## config.mk

```make
export PLATFORM = sky130hd
export DESIGN_NAME = tcm_channel_mode
export DESIGN_NICKNAME = d
export VERILOG_FILES = /design/src/hw/tcm_pkg.sv /design/src/hw/tcm_channel_mode.sv
export VERILOG_INCLUDE_DIRS = /design/src /design/src/hw
export SDC_FILE = /design/constraint.sdc
export NUM_CORES = 1
export LEC_CHECK = 0
export BUFFER_PORTS_ARGS = -buffer_cell sky130_fd_sc_hd__buf_2
export CAP_MARGIN = 5
export CORE_ASPECT_RATIO = 1.1
export CORE_MARGIN = 2
export CORE_UTILIZATION = 45
export DETAILED_ROUTE_END_ITERATION = 8
export PLACE_DENSITY = 0.71
export SLEW_MARGIN = 20
export SYNTH_ARGS = -nofsm -noshare
export SYNTH_HDL_FRONTEND = slang
export SYNTH_SLANG_ARGS = --single-unit
```

## constraint.sdc

```tcl
create_clock -name aclk -period 3.7 [get_ports aclk]
set_clock_uncertainty 0.2 [all_clocks]
set_input_delay 0.185 -clock aclk [delete_from_list [all_inputs] [get_ports aclk]]
set_output_delay 0.185 -clock aclk [all_outputs]
set_load 0.05 [all_outputs]
```

## src/hw/tcm_map.svh

```systemverilog
// Register offsets, field positions, reset values and response codes for the timer channel 2/3 block.
// Summary of operation
// - With shadow enabled, compare writes wait in a shadow until an update event.
// - Fast enable in PWM makes a trigger edge force the compare level.
// - Mode 00 output, 01 own filtered input, 10 other input, 11 trigger.
// - The mode field is writable only while the channel enable is clear.
// - The filter counts equal samples and accepts a level at the threshold.
// - Filter 0 is off; settings 1 to 3 need 2, 4, 8 samples at kernel rate.
// - Settings 4 to 9 sample at dts/2, /4, /8 needing 6 then 8 samples.
// - Settings 10 to 15 need 5, 6, 8 samples at dts/16 and dts/32.
// - Clearing the channel enable clears that prescaler's edge count.
// - Channel 3 has the same filter, prescaler and mode at bits 15:8.
// - The channel 2 compare shadow enable sits at bit 3.
// - Compare mode 110 drives high while the counter is below the compare value.
`ifndef TCM_MAP_SVH
`define TCM_MAP_SVH

`define TCM_OFS_MODE_CTL 8'h00
`define TCM_OFS_CHAN_CTL 8'h04
`define TCM_OFS_CMP_VAL 8'h08
`define TCM_OFS_STATUS 8'h0C

`define TCM_MODE_CTL_RST 16'h0000
`define TCM_CHAN_CTL_RST 8'h00
`define TCM_CMP_VAL_RST 16'h0000

`define TCM_CH2_MS_LSB 0
`define TCM_CH2_FAST_BIT 2
`define TCM_CH2_SHADOW_BIT 3
`define TCM_CH2_CMP_LSB 4
`define TCM_CH2_PSC_LSB 2
`define TCM_CH2_FLT_LSB 4
`define TCM_CH3_MS_LSB 8
`define TCM_CH3_PSC_LSB 10
`define TCM_CH3_FLT_LSB 12

`define TCM_CH2_EN_BIT 0
`define TCM_CH3_EN_BIT 1
`define TCM_SPM_BIT 2
`define TCM_DTS_DIV_LSB 4

`define TCM_RESP_OKAY 2'h0
`define TCM_RESP_SLVERR 2'h2

`endif

```

## src/hw/tcm_pkg.sv

```systemverilog
// Types shared by the timer channel 2/3 mode block.
`default_nettype none
package tcm_pkg;
   typedef enum logic [1:0] {
      TCM_IO_OUTPUT = 2'b00,
      TCM_IO_OWN = 2'b01,
      TCM_IO_CROSS = 2'b10,
      TCM_IO_TRIG = 2'b11
   } tcm_io_mode_t;

   typedef enum logic [2:0] {
      TCM_CMP_TIMING = 3'b000,
      TCM_CMP_SET = 3'b001,
      TCM_CMP_CLEAR = 3'b010,
      TCM_CMP_TOGGLE = 3'b011,
      TCM_CMP_LOW = 3'b100,
      TCM_CMP_HIGH = 3'b101,
      TCM_CMP_PWM0 = 3'b110,
      TCM_CMP_PWM1 = 3'b111
   } tcm_cmp_mode_t;
endpackage
`default_nettype wire

```

## src/hw/tcm_channel_mode.sv

```systemverilog
// Timer channel 2/3 mode control: AXI4-Lite registers, input filters, prescalers, output stage.
//
// The AXI4-Lite interface to the registers and the address map were chosen for this implementation.
`include "tcm_map.svh"
`default_nettype none

////////////////////////////////////////////////////////////////////////////////////////////////
module tcm_input_filter (
   // Clock and reset
   input wire logic aclk,
   input wire logic aresetn,
   // Configuration and sample strobes
   input wire logic [3:0] cfg,
   input wire logic [5:0] dts_tick,
   // Synchronised input and result
   input wire logic pin_sync,
   output logic level_q
);
   logic sample_en;
   logic [3:0] need;
   logic last_q;
   logic [3:0] run_q;

   always_comb
   begin
      unique case (cfg)
         4'h4, 4'h5: sample_en = dts_tick[1];
         4'h6, 4'h7: sample_en = dts_tick[2];
         4'h8, 4'h9: sample_en = dts_tick[3];
         4'hA, 4'hB, 4'hC: sample_en = dts_tick[4];
         4'hD, 4'hE, 4'hF: sample_en = dts_tick[5];
         default: sample_en = 1'b1;
      endcase
      unique case (cfg)
         4'h0: need = 4'h1;
         4'h1: need = 4'h2;
         4'h2: need = 4'h4;
         4'h4, 4'h6, 4'h8, 4'hB, 4'hE: need = 4'h6;
         4'hA, 4'hD: need = 4'h5;
         default: need = 4'h8;
      endcase
   end

   always_ff @(posedge aclk)
   begin
      if (!aresetn)
      begin
         last_q <= 1'b0;
         run_q <= 4'h0;
         level_q <= 1'b0;
      end
      else if (cfg == 4'h0)
      begin
         last_q <= pin_sync;
         run_q <= 4'h0;
         level_q <= pin_sync;
      end
      else if (sample_en)
      begin
         last_q <= pin_sync;
         if (pin_sync != last_q)
            run_q <= 4'h1;
         else if (run_q != 4'hF)
            run_q <= run_q + 4'h1;
         if (pin_sync == last_q && run_q + 4'h1 >= need)
            level_q <= pin_sync;
      end
   end
endmodule

////////////////////////////////////////////////////////////////////////////////////////////////
module tcm_capture_psc (
   // Clock and reset
   input wire logic aclk,
   input wire logic aresetn,
   // Control
   input wire logic enable,
   input wire logic [1:0] mode,
   input wire logic [1:0] psc,
   // Selected sources and capture strobe
   input wire logic own_level,
   input wire logic cross_level,
   input wire logic trig_level,
   output logic capture_q
);
   logic sel;
   logic prev_q;
   logic [2:0] edges_q;
   logic [2:0] limit;

   always_comb
   begin
      unique case (tcm_pkg::tcm_io_mode_t'(mode))
         tcm_pkg::TCM_IO_OWN: sel = own_level;
         tcm_pkg::TCM_IO_CROSS: sel = cross_level;
         tcm_pkg::TCM_IO_TRIG: sel = trig_level;
         tcm_pkg::TCM_IO_OUTPUT: sel = 1'b0;
      endcase
   end

   assign limit = (3'h1 << psc) - 3'h1;

   always_ff @(posedge aclk)
   begin
      if (!aresetn)
      begin
         prev_q <= 1'b0;
         edges_q <= 3'h0;
         capture_q <= 1'b0;
      end
      else
      begin
         prev_q <= sel;
         capture_q <= 1'b0;
         if (!enable || mode == 2'b00)
            edges_q <= 3'h0;
         else if (sel && !prev_q)
         begin
            if (edges_q >= limit)
            begin
               edges_q <= 3'h0;
               capture_q <= 1'b1;
            end
            else
               edges_q <= edges_q + 3'h1;
         end
      end
   end
endmodule

////////////////////////////////////////////////////////////////////////////////////////////////
module tcm_channel_mode (
   // Clock and reset
   input wire logic aclk,
   input wire logic aresetn,
   // AXI4-Lite write address and data
   input wire logic [7:0] s_axi_awaddr,
   input wire logic s_axi_awvalid,
   output logic s_axi_awready,
   input wire logic [31:0] s_axi_wdata,
   input wire logic [3:0] s_axi_wstrb,
   input wire logic s_axi_wvalid,
   output logic s_axi_wready,
   // AXI4-Lite write response
   output logic [1:0] s_axi_bresp,
   output logic s_axi_bvalid,
   input wire logic s_axi_bready,
   // AXI4-Lite read
   input wire logic [7:0] s_axi_araddr,
   input wire logic s_axi_arvalid,
   output logic s_axi_arready,
   output logic [31:0] s_axi_rdata,
   output logic [1:0] s_axi_rresp,
   output logic s_axi_rvalid,
   input wire logic s_axi_rready,
   // Timer core
   input wire logic [15:0] counter_value,
   input wire logic update_event,
   input wire logic internal_trigger_sig,
   // Capture pins
   input wire logic ch2_in_pin,
   input wire logic ch3_in_pin,
   // Channel results
   output logic ch2_output_pin,
   output logic ch2_capture_evt,
   output logic ch3_capture_evt
);
   logic [15:0] mode_ctl_q;
   logic [7:0] chan_ctl_q;
   logic [15:0] cmp_shadow_q;
   logic [15:0] cmp_active_q;
   logic aw_held_q;
   logic w_held_q;
   logic [7:0] aw_addr_q;
   logic [31:0] w_data_q;
   logic [3:0] w_strb_q;
   logic wr_go;
   logic [31:0] wr_mask;
   logic [1:0] sync2_q;
   logic [1:0] sync3_q;
   logic [1:0] dts_cnt_q;
   logic dts_en;
   logic [4:0] div_q;
   logic [5:0] dts_tick;
   logic flt2;
   logic flt3;
   logic cap2;
   logic cap3;
   logic trig_prev_q;
   logic trig_rise;
   logic fast_hold_q;
   logic below;
   logic [7:0] cap2_cnt_q;
   logic [7:0] cap3_cnt_q;
   logic ch2_en;
   logic ch3_en;
   tcm_pkg::tcm_cmp_mode_t cmp_mode;

   assign ch2_en = chan_ctl_q[`TCM_CH2_EN_BIT];
   assign ch3_en = chan_ctl_q[`TCM_CH3_EN_BIT];
   // output-layout view of the shared bits
   assign cmp_mode = tcm_pkg::tcm_cmp_mode_t'(mode_ctl_q[`TCM_CH2_CMP_LSB +: 3]);

   /////////////////////////////////////////////////////////////////////////////////////////////
   // Write channel: address and data are taken in either order, one write in flight.
   assign wr_go = aw_held_q && w_held_q && !s_axi_bvalid;
   assign wr_mask = {{8{w_strb_q[3]}}, {8{w_strb_q[2]}}, {8{w_strb_q[1]}}, {8{w_strb_q[0]}}};

   always_ff @(posedge aclk)
   begin
      if (!aresetn)
      begin
         aw_held_q <= 1'b0;
         w_held_q <= 1'b0;
         aw_addr_q <= 8'h00;
         w_data_q <= 32'h0000_0000;
         w_strb_q <= 4'h0;
         s_axi_awready <= 1'b0;
         s_axi_wready <= 1'b0;
         s_axi_bvalid <= 1'b0;
         s_axi_bresp <= `TCM_RESP_OKAY;
      end
      else
      begin
         s_axi_awready <= !aw_held_q && !s_axi_awready && s_axi_awvalid;
         s_axi_wready <= !w_held_q && !s_axi_wready && s_axi_wvalid;
         if (s_axi_awvalid && s_axi_awready)
         begin
            aw_held_q <= 1'b1;
            aw_addr_q <= s_axi_awaddr;
         end
         if (s_axi_wvalid && s_axi_wready)
         begin
            w_held_q <= 1'b1;
            w_data_q <= s_axi_wdata;
            w_strb_q <= s_axi_wstrb;
         end
         if (wr_go)
         begin
            aw_held_q <= 1'b0;
            w_held_q <= 1'b0;
            s_axi_bvalid <= 1'b1;
            if (aw_addr_q[7:4] == 4'h0)
               s_axi_bresp <= `TCM_RESP_OKAY;
            else
               s_axi_bresp <= `TCM_RESP_SLVERR;
         end
         else if (s_axi_bvalid && s_axi_bready)
            s_axi_bvalid <= 1'b0;
      end
   end

   // Mode fields; each mode field is locked while its channel is enabled.
   always_ff @(posedge aclk)
   begin
      if (!aresetn)
         mode_ctl_q <= `TCM_MODE_CTL_RST;
      else if (wr_go && aw_addr_q[7:2] == `TCM_OFS_MODE_CTL >> 2)
      begin
         mode_ctl_q <= (mode_ctl_q & ~wr_mask[15:0]) | (w_data_q[15:0] & wr_mask[15:0]);
         if (ch2_en)
            mode_ctl_q[`TCM_CH2_MS_LSB +: 2] <= mode_ctl_q[`TCM_CH2_MS_LSB +: 2];
         if (ch3_en)
            mode_ctl_q[`TCM_CH3_MS_LSB +: 2] <= mode_ctl_q[`TCM_CH3_MS_LSB +: 2];
      end
   end

   always_ff @(posedge aclk)
   begin
      if (!aresetn)
         chan_ctl_q <= `TCM_CHAN_CTL_RST;
      else if (wr_go && aw_addr_q[7:2] == `TCM_OFS_CHAN_CTL >> 2 && w_strb_q[0])
         chan_ctl_q <= w_data_q[7:0] & 8'h37;
   end

   // Compare value: the shadow always takes the write; the active copy follows at once
   // only when shadowing is off, so PWM without it may glitch mid-period.
   always_ff @(posedge aclk)
   begin
      if (!aresetn)
      begin
         cmp_shadow_q <= `TCM_CMP_VAL_RST;
         cmp_active_q <= `TCM_CMP_VAL_RST;
      end
      else
      begin
         if (wr_go && aw_addr_q[7:2] == `TCM_OFS_CMP_VAL >> 2)
         begin
            cmp_shadow_q <= (cmp_shadow_q & ~wr_mask[15:0]) | (w_data_q[15:0] & wr_mask[15:0]);
            if (!mode_ctl_q[`TCM_CH2_SHADOW_BIT])
               cmp_active_q <= (cmp_shadow_q & ~wr_mask[15:0]) | (w_data_q[15:0] & wr_mask[15:0]);
         end
         if (update_event && mode_ctl_q[`TCM_CH2_SHADOW_BIT])
            cmp_active_q <= cmp_shadow_q;
      end
   end

   /////////////////////////////////////////////////////////////////////////////////////////////
   // Read channel: answer one cycle after the address is taken.
   always_ff @(posedge aclk)
   begin
      if (!aresetn)
      begin
         s_axi_arready <= 1'b0;
         s_axi_rvalid <= 1'b0;
         s_axi_rdata <= 32'h0000_0000;
         s_axi_rresp <= `TCM_RESP_OKAY;
      end
      else
      begin
         s_axi_arready <= !s_axi_arready && !s_axi_rvalid && s_axi_arvalid;
         if (s_axi_arvalid && s_axi_arready)
         begin
            s_axi_rvalid <= 1'b1;
            s_axi_rresp <= `TCM_RESP_OKAY;
            unique case (s_axi_araddr[7:2])
               `TCM_OFS_MODE_CTL >> 2: s_axi_rdata <= {16'h0000, mode_ctl_q};
               `TCM_OFS_CHAN_CTL >> 2: s_axi_rdata <= {24'h000000, chan_ctl_q};
               `TCM_OFS_CMP_VAL >> 2: s_axi_rdata <= {cmp_active_q, cmp_shadow_q};
               `TCM_OFS_STATUS >> 2:
                  s_axi_rdata <= {cap3_cnt_q, cap2_cnt_q, 13'h0000, ch2_output_pin, flt3, flt2};
               default:
               begin
                  s_axi_rdata <= 32'h0000_0000;
                  s_axi_rresp <= `TCM_RESP_SLVERR;
               end
            endcase
         end
         else if (s_axi_rvalid && s_axi_rready)
            s_axi_rvalid <= 1'b0;
      end
   end

   /////////////////////////////////////////////////////////////////////////////////////////////
   // Pin synchronisers and the dead-time sample clock dividers.
   always_ff @(posedge aclk)
   begin
      if (!aresetn)
      begin
         sync2_q <= 2'b00;
         sync3_q <= 2'b00;
         dts_cnt_q <= 2'b00;
         div_q <= 5'h00;
      end
      else
      begin
         sync2_q <= {sync2_q[0], ch2_in_pin};
         sync3_q <= {sync3_q[0], ch3_in_pin};
         dts_cnt_q <= dts_en ? 2'b00 : dts_cnt_q + 2'b01;
         if (dts_en)
            div_q <= div_q + 5'h01;
      end
   end

   // Dead-time clock is the kernel clock divided by 1, 2 or 4.
   assign dts_en = (dts_cnt_q >= ((2'b01 << chan_ctl_q[`TCM_DTS_DIV_LSB +: 2]) - 2'b01))
                   || chan_ctl_q[`TCM_DTS_DIV_LSB +: 2] == 2'b00;
   assign dts_tick[0] = dts_en;
   assign dts_tick[1] = dts_en && div_q[0] == 1'b1;
   assign dts_tick[2] = dts_en && div_q[1:0] == 2'b11;
   assign dts_tick[3] = dts_en && div_q[2:0] == 3'b111;
   assign dts_tick[4] = dts_en && div_q[3:0] == 4'hF;
   assign dts_tick[5] = dts_en && div_q == 5'h1F;

   tcm_input_filter u_flt2 (
      .aclk(aclk),
      .aresetn(aresetn),
      .cfg(mode_ctl_q[`TCM_CH2_FLT_LSB +: 4]),
      .dts_tick(dts_tick),
      .pin_sync(sync2_q[1]),
      .level_q(flt2)
   );

   tcm_input_filter u_flt3 (
      .aclk(aclk),
      .aresetn(aresetn),
      .cfg(mode_ctl_q[`TCM_CH3_FLT_LSB +: 4]),
      .dts_tick(dts_tick),
      .pin_sync(sync3_q[1]),
      .level_q(flt3)
   );

   tcm_capture_psc u_psc2 (
      .aclk(aclk),
      .aresetn(aresetn),
      .enable(ch2_en),
      .mode(mode_ctl_q[`TCM_CH2_MS_LSB +: 2]),
      .psc(mode_ctl_q[`TCM_CH2_PSC_LSB +: 2]),
      .own_level(flt2),
      .cross_level(flt3),
      .trig_level(internal_trigger_sig),
      .capture_q(cap2)
   );

   tcm_capture_psc u_psc3 (
      .aclk(aclk),
      .aresetn(aresetn),
      .enable(ch3_en),
      .mode(mode_ctl_q[`TCM_CH3_MS_LSB +: 2]),
      .psc(mode_ctl_q[`TCM_CH3_PSC_LSB +: 2]),
      .own_level(flt3),
      .cross_level(flt2),
      .trig_level(internal_trigger_sig),
      .capture_q(cap3)
   );

   assign ch2_capture_evt = cap2;
   assign ch3_capture_evt = cap3;

   always_ff @(posedge aclk)
   begin
      if (!aresetn)
      begin
         cap2_cnt_q <= 8'h00;
         cap3_cnt_q <= 8'h00;
      end
      else
      begin
         cap2_cnt_q <= cap2_cnt_q + {7'h00, cap2};
         cap3_cnt_q <= cap3_cnt_q + {7'h00, cap3};
      end
   end

   /////////////////////////////////////////////////////////////////////////////////////////////
   // Output compare stage for channel 2.
   assign below = counter_value < cmp_active_q;
   assign trig_rise = internal_trigger_sig && !trig_prev_q;

   always_ff @(posedge aclk)
   begin
      if (!aresetn)
      begin
         trig_prev_q <= 1'b0;
         fast_hold_q <= 1'b0;
         ch2_output_pin <= 1'b0;
      end
      else
      begin
         trig_prev_q <= internal_trigger_sig;
         if (trig_rise && mode_ctl_q[`TCM_CH2_FAST_BIT]
             && (cmp_mode == tcm_pkg::TCM_CMP_PWM0 || cmp_mode == tcm_pkg::TCM_CMP_PWM1))
            fast_hold_q <= 1'b1;
         else if (update_event)
            fast_hold_q <= 1'b0;
         if (mode_ctl_q[`TCM_CH2_MS_LSB +: 2] == 2'b00)
         begin
            unique case (cmp_mode)
               tcm_pkg::TCM_CMP_TIMING: ch2_output_pin <= ch2_output_pin;
               tcm_pkg::TCM_CMP_SET: if (counter_value == cmp_active_q) ch2_output_pin <= 1'b1;
               tcm_pkg::TCM_CMP_CLEAR: if (counter_value == cmp_active_q) ch2_output_pin <= 1'b0;
               tcm_pkg::TCM_CMP_TOGGLE:
                  if (counter_value == cmp_active_q)
                     ch2_output_pin <= !ch2_output_pin;
               tcm_pkg::TCM_CMP_LOW: ch2_output_pin <= 1'b0;
               tcm_pkg::TCM_CMP_HIGH: ch2_output_pin <= 1'b1;
               tcm_pkg::TCM_CMP_PWM0: ch2_output_pin <= below && !fast_hold_q && !trig_rise;
               tcm_pkg::TCM_CMP_PWM1: ch2_output_pin <= !below || fast_hold_q || trig_rise;
            endcase
         end
      end
   end
endmodule
`default_nettype wire

```

==> run summary, run 1 <==
status: finished, final reports clean
power density cells: 390.4 nW/um^2
final wirelength: 20.51 mm
Period Utilization, post-route: 84.19%
GRT Util Overall: 21.19%
vias in the first global route: 6799
worst skew pair latency: 440 ps
Total Nets Final: 1213
I/O Pins: 123
Synth-to-Final Area Change: 19.69%
initial antenna violation count: 0
setup violators final: 0
die width: 134.3 um
die height: 147.3 um
H-tree Lvls: 4
# Post-CTS Setup Buffers: 0
# rows: 52
Root Driver: clkbuf_16
worst path arrival time: 3240 ps
largest net degree at the start of global routing: 58
RePlAce Congestion: 0.8414
drt initial violations: 480
leakage: 4.025 nW
full die area: 19780 sq um
final setup margin: 584.9 ps
post-synth top area share: 42.41%
layout cells sized above 1: 14.81%
Routed WL per cell: 15.34 um
Longest Clk Path Bufs: 2
most common cell after layout, fill and taps aside: dfxtp_1
max-cap viol count: 0
Hold Path Class: primary input to register
max-slew violations: 0
Peak Freq: 0.3210 GHz
Design Power: 3.926 mW
first-pass GRT wire length: 33.67 mm
HPWL after DPL: 14.52 mm
post-route minimum period: 3115 ps
Post-synth EDFFs: 0
Reg2Reg Depth: 9
dominant cells by area after synthesis: dfxtp_1 42%, ha_1 7.9%, mux2i_1 6.7%
clock-pin slew on the worst setup and hold paths: 60 ps
core area: 18350 sq um
Place WS: 590.0 ps
commonest cells after routing, fill and taps aside: 178 x dfxtp_1, 136 x nand2_1, 110 x nor2_1
setup TNS: 0 ps
CP Class: register to register
VDD IR-drop max: 0.3482 mV
slew margin rel.: 44.84%
synthesized area per cell: 8.734 sq um
Port-buffer cells: 98
Hold Vio Cnt, Final: 0
Num CTS Buffers: 17
Vias per Instance: 5.399
ANT nets after route: 0
post-route cell area: 10060 sq um
Crit path required time: 3820 ps
flops & latches, synth: 178
Syn Inst Count: 962
synthesized cell area: 8402 sq um
CP Capture Type: register
RSZ-0062 raised after global routing: false
sequential-to-total area share from yosys stat: 42.41%
Hold Crit Depth: 5
Cell Area, Placed: 9089 sq um
# clock sinks: 178
Synth cell types: 63
Ys Warns: 0
DR vias: 7219
crit path launch type: register
Crit Path Max Fanout: 9
Synth async-reset ratio: 0%
Remaining DRCs: 0
top_reg_cell synth: dfxtp_1
ANT cells: 0
cell taking the most area after synthesis: dfxtp_1
drt first pass iters: 5
worst slew pin tran: 827.4 ps
GRT overflow: 0
initial core utilization: 45.79%
CTS tree: yes
[logic make-up (layout without fill, tap and decap cells)]
logic type / after synthesis / after routing / synth area share (%)
simple gates: 358 / 358 / 19.40
compound gates: 199 / 199 / 16.07
flops: 178 / 178 / 42.41
buf+inv: 92 / 223 / 4.333
mux: 60 / 60 / 7.654
fa+ha+maj: 53 / 53 / 7.893
xor+xnor: 21 / 21 / 2.189
other cells: 1 / 2 / 0.04463
[Yosys cell counts, drive strengths merged (8+ instances only)]
library cell	number
and3	10
ha	53
xnor2	11
buf	10
mux2i	56
nand3	27
a21oi	83
a22oi	8
clkbuf	40
and2	16
a22o	27
o21ai	23
nor3	10
nand2	136
xor2	10
nor2b	10
dfxtp	178
inv	42
nor2	112
a222oi	16
nand2b	13
[critical path, cell delays in order, from the launching register on]
cell	delay, ps
dfxtp_1	340
nor2_1	210
inv_1	70
ha_1	260
nand2b_1	170
a211oi_2	550
nor3_1	130
a211oi_2	630
a21oi_1	140
o221a_2	310
[layout make-up]
class / instances / area, sq um
inverter: 42 / 160.2
timing repair buffer: 149 / 970.9
clock inverter: 13 / 133.9
clock buffer: 19 / 442.9
fill: 1663 / 8292
tap: 243 / 304.0
sequential: 178 / 3563
multi-input combinational: 693 / 4481
[where the power goes]
| part | internal [mW] | switching (mW) | total (mW) |
|---|---|---|---|
| Sequential | 1.93 | 0.0221 | 1.96 |
| Clock | 1.01 | 0.759 | 1.77 |
| Combinational | 0.0848 | 0.115 | 0.200 |
[registers in the layout, indices dropped and copies added (netlist names), 6 cells and up, named ones only]
| register | flops |
|---|---|
| cmp_active_q | 16 |
| cap3_cnt_q | 8 |
| cmp_shadow_q | 16 |
| mode_ctl_q | 8 |
| s_axi_rdata | 32 |
| w_data_q | 16 |
| aw_addr_q | 6 |
| cap2_cnt_q | 8 |
[path summary, 6_finish.rpt]
path	start	end	slack, ps
worst max register to register	chan_ctl_q[5]	u_flt3.run_q[0]	580
worst max-delay path	chan_ctl_q[5]	u_flt3.run_q[0]	580
worst min register to register	sync2_q[0]	sync2_q[1]	230
worst min-delay path	counter_value[15]	ch2_output_pin	90
[through the flow]
stage	hold slack [ps]	cells	utilization [%]
after CTS	69.50	1337	54.81
after global placement	199.5	1266	49.54
after detailed placement	197.1	1266	49.54
after floorplan	106.7	963	-
after global routing	123.3	1337	54.81
final	85.80	1337	54.81
[routing by layer]
layer / GRT usage [%] / share of wire (%)
met2: 35.89 / 48
met1: 26.80 / 45
met3: 4.141 / 4.6
met5: 0 / 0
met4: 7.632 / 2.2
[what timing repair did]
item                      in CTS  in global routing
hold buffers                  39                  0
resized for setup              0                  0
hold endpoints to repair      35                  0
Note: power is estimated with default switching activity, not from simulation.
==> inputs of run 2 (changes only) <==
--- a/config.mk
+++ b/config.mk
@@ -6,6 +6,7 @@
 export SDC_FILE = /design/constraint.sdc
 export NUM_CORES = 1
 export LEC_CHECK = 0
+export ABC_AREA = 1
 export BUFFER_PORTS_ARGS = -buffer_cell sky130_fd_sc_hd__buf_2
 export CAP_MARGIN = 5
 export CORE_ASPECT_RATIO = 1.1
==> constraint.sdc (replaced) <==
create_clock -name aclk -period 3.3 [get_ports aclk]
set_clock_uncertainty 0.2 [all_clocks]
set_input_delay 0.165 -clock aclk [delete_from_list [all_inputs] [get_ports aclk]]
set_output_delay 0.165 -clock aclk [all_outputs]
set_load 0.05 [all_outputs]
==> run summary, run 2 <==
clock share of power: 45.1% (about the same)
slew margin rel.: 39.92% (was 44.84%)
# clock sinks: 178 (unchanged)
initial core utilization: 46.09% (was 45.79%)
GRT Util Overall: 22.83% (was 21.19%)
first-pass GRT wire length: 37.05 mm (was 33.67 mm)
Hold Vio Cnt, Final: 0 (unchanged)
Top reg by flops: s_axi_rdata (unchanged)
power density cells: 430.1 nW/um^2 (was 390.4 nW/um^2)
Reg2Reg Depth: 12 (was 9)
die width: 137.6 um (was 134.3 um)
synth cell count leaders: 242 x nand2_1, 178 x dfxtp_1, 156 x a21oi_1 (was 178 x dfxtp_1, 136 x nand2_1, 111 x nor2_1)
initial antenna violation count: 0 (unchanged)
layout cells sized above 1: 14.33% (was 14.81%)
core area: 19160 sq um (was 18350 sq um)
worst path arrival time: 2630 ps (was 3240 ps)
synthesized area per cell: 7.204 sq um (was 8.734 sq um)
clock-pin slew on the worst setup and hold paths: 70 ps (was 60 ps)
status: finished, final reports clean (unchanged)
# Post-CTS Setup Buffers: 0 (unchanged)
post-route minimum period: 2491 ps (was 3115 ps)
setup TNS: 0 ps (unchanged)
dominant cells by area after synthesis: dfxtp_1 40%, nand2_1 10%, a21oi_1 8.8% (was dfxtp_1 42%, ha_1 7.9%, mux2i_1 6.7%)
flops & latches, synth: 178 (unchanged)
RSZ-0062 raised after global routing: false (unchanged)
Vias per Instance: 5.210 (was 5.399)
vias in the first global route: 7700 (was 6799)
cell taking the most area after synthesis: dfxtp_1 (unchanged)
H-tree Lvls: 4 (unchanged)
post-synth top area share: 40.35% (was 42.41%)
count leader, synth: nand2_1 (was dfxtp_1)
CP Capture Type: register (unchanged)
# rows: 53 (was 52)
I/O Pins: 123 (unchanged)
post-route cell area: 10500 sq um (was 10060 sq um)
Hold Crit Depth: 3 (was 5)
ANT nets after route: 0 (unchanged)
share of power burned in combinational logic: 6.1% (was 5.1%)
Cell Area, Placed: 9513 sq um (was 9089 sq um)
Remaining DRCs: 0 (unchanged)
Root Driver: clkbuf_16 (unchanged)
synthesized cell area: 8832 sq um (was 8402 sq um)
Routed WL per cell: 14.17 um (was 15.34 um)
Port-buffer cells: 98 (unchanged)
sequential-to-total area share from yosys stat: 40.35% (was 42.41%)
full die area: 20760 sq um (was 19780 sq um)
switch share: 25.49% (was 22.85%)
most common cell after layout, fill and taps aside: nand2_1 (was dfxtp_1)
Longest Clk Path Bufs: 2 (unchanged)
die height: 150.9 um (was 147.3 um)
Synth-to-Final Area Change: 18.84% (was 19.69%)
DR vias: 8377 (was 7219)
Hold Path Class: primary input to register (unchanged)
commonest cells after routing, fill and taps aside: 242 x nand2_1, 178 x dfxtp_1, 156 x a21oi_1 (was 178 x dfxtp_1, 136 x nand2_1, 110 x nor2_1)
Internal: 3.364 mW (was 3.029 mW)
Max stage delay cell, worst path: o211ai_1 (was a211oi_2)
Synth cell types: 42 (was 63)
VDD IR-drop max: 0.3764 mV (was 0.3482 mV)
final wirelength: 22.79 mm (was 20.51 mm)
CP peak stage delay: 370 ps (was 630 ps)
max-cap viol count: 0 (unchanged)
Period Utilization, post-route: 75.50% (was 84.19%)
Top cell by count, worst path: inv_2 (was a211oi_2)
leakage: 4.443 nW (was 4.025 nW)
Synth async-reset ratio: 0% (unchanged)
worst slew pin tran: 898.6 ps (was 827.4 ps)
Crit Path Max Fanout: 6 (was 9)
Peak Freq: 0.4014 GHz (was 0.3210 GHz)
RePlAce Congestion: 0.8683 (was 0.8414)
Post-synth EDFFs: 0 (unchanged)
top_reg_cell synth: dfxtp_1 (unchanged)
drt initial violations: 539 (was 480)
ANT cells: 0 (unchanged)
setup violators final: 0 (unchanged)
GRT overflow: 0 (unchanged)
largest net degree at the start of global routing: 43 (was 58)
CP cell instances: inv_2 > nor2_2 > nand2_2 > inv_2 > nand3_2 > nor2_4 > inv_2 > o211ai_1 > ha_1 > or2_1 > nand3_1 > nand2_1 (was nor2_1 > inv_1 > ha_1 > nand2b_1 > a211oi_2 > nor3_1 > a211oi_2 > a21oi_1 > o221a_2)
Syn Inst Count: 1226 (was 962)
crit path launch type: register (unchanged)
Crit path required time: 3430 ps (was 3820 ps)
worst skew pair latency: 450 ps (was 440 ps)
Sequential Power Share: 48.8% (was 49.8%)
Num CTS Buffers: 17 (unchanged)
CP Class: register to register (unchanged)
drt first pass iters: 5 (unchanged)
Ys Warns: 0 (unchanged)
net switching power: 1.151 mW (was 0.8970 mW)
Total Nets Final: 1480 (was 1213)
max-slew violations: 0 (unchanged)
CTS tree: yes (unchanged)
HPWL after DPL: 16.76 mm (was 14.52 mm)
Largest register FFs: 32 (unchanged)
-- run 2: cell count changes in the layout (fill, tap and decap cells not counted), moves of 26 or more --
cell     before  now
nand2_1     136  242
a22o_1       27    1
o22ai_1       2   28
mux2i_1      56    0
a21oi_1      83  156
o21ai_0      19   85
inv_1        41  146
-- run 2: path summary, 6_finish.rpt --
check | slack [ps] | to | from
setup / recovery | 810 | u_flt2.need[2] | w_held_q
hold / removal | 40 | cmp_shadow_q[4] | aresetn
setup reg to reg | 810 | u_flt2.need[2] | w_held_q
hold reg to reg | 220 | sync3_q[1] | sync3_q[0]
-- run 2: per-layer routing --
layer  GRT usage (%)  vias to the layer above  part of all wire, %
met5               0                        -                    0
met4           7.732                        0                  2.2
met3           4.317                       38                  6.1
met2           37.41                      252                   46
met1           30.14                     3804                   45
li1                -                     4283                    -
-- run 2: repair_timing --
action,CTS,global route
hold endpoints to repair,36,0
resized for setup,0,0
hold buffers,39,0
-- run 2: cell type report --
class                   instances  area, sq um
inverters                     167        626.9
flip-flops and latches        178         3563
clock inverters                14        163.9
well taps                     247        309.0
fillers                      1820         8668
multi-input cells             836         4441
clock buffers                  18        429.2
repair buffers                148        963.4
-- run 2: power by group through the flow --
stage	Clock (mW)	Combinational (mW)	Sequential, mW
after global placement	0	0.235	2.25
after global routing	2.15	0.310	2.20
after CTS	2.05	0.275	2.20
after detailed placement	0	0.239	2.25
final	2.04	0.276	2.20
after floorplan	0	0.148	2.25
-- run 2: critical path: cells and delay by family (launching register included) --
| kind | cells | cell delay [ps] |
|---|---|---|
| AO/OA/AOI/OAI | 1 | 370 |
| adder cells (fa/ha/maj) | 1 | 320 |
| buffers and inverters | 3 | 230 |
| flip-flops | 1 | 350 |
| AND/OR/NAND/NOR | 7 | 920 |
-- run 2: stage by stage --
stage	hold WS, ps	setup slack, ps	power, mW	util [%]	instances
2_1_floorplan	58.45	827.5	2.401	-	1227
3_3_place_gp	163.2	881.6	2.486	49.64	1537
3_5_place_dp	156.5	817.5	2.490	49.64	1537
4_1_cts	24.63	784.0	4.529	54.77	1608
5_1_grt	45.24	578.4	4.660	54.77	1608
6_report	36.22	808.6	4.514	54.77	1608
-- run 2: cell families after synthesis --
kind of cell | count (synthesis) | synth area share, %
and+or+nand+nor | 458 | 22.64
AOI/OAI and AO/OA | 315 | 19.25
xor gates and xnor gates | 8 | 0.7933
other | 1 | 0.04246
DFF | 178 | 40.35
buffers and inverters | 213 | 9.421
adders and majority gates | 53 | 7.508
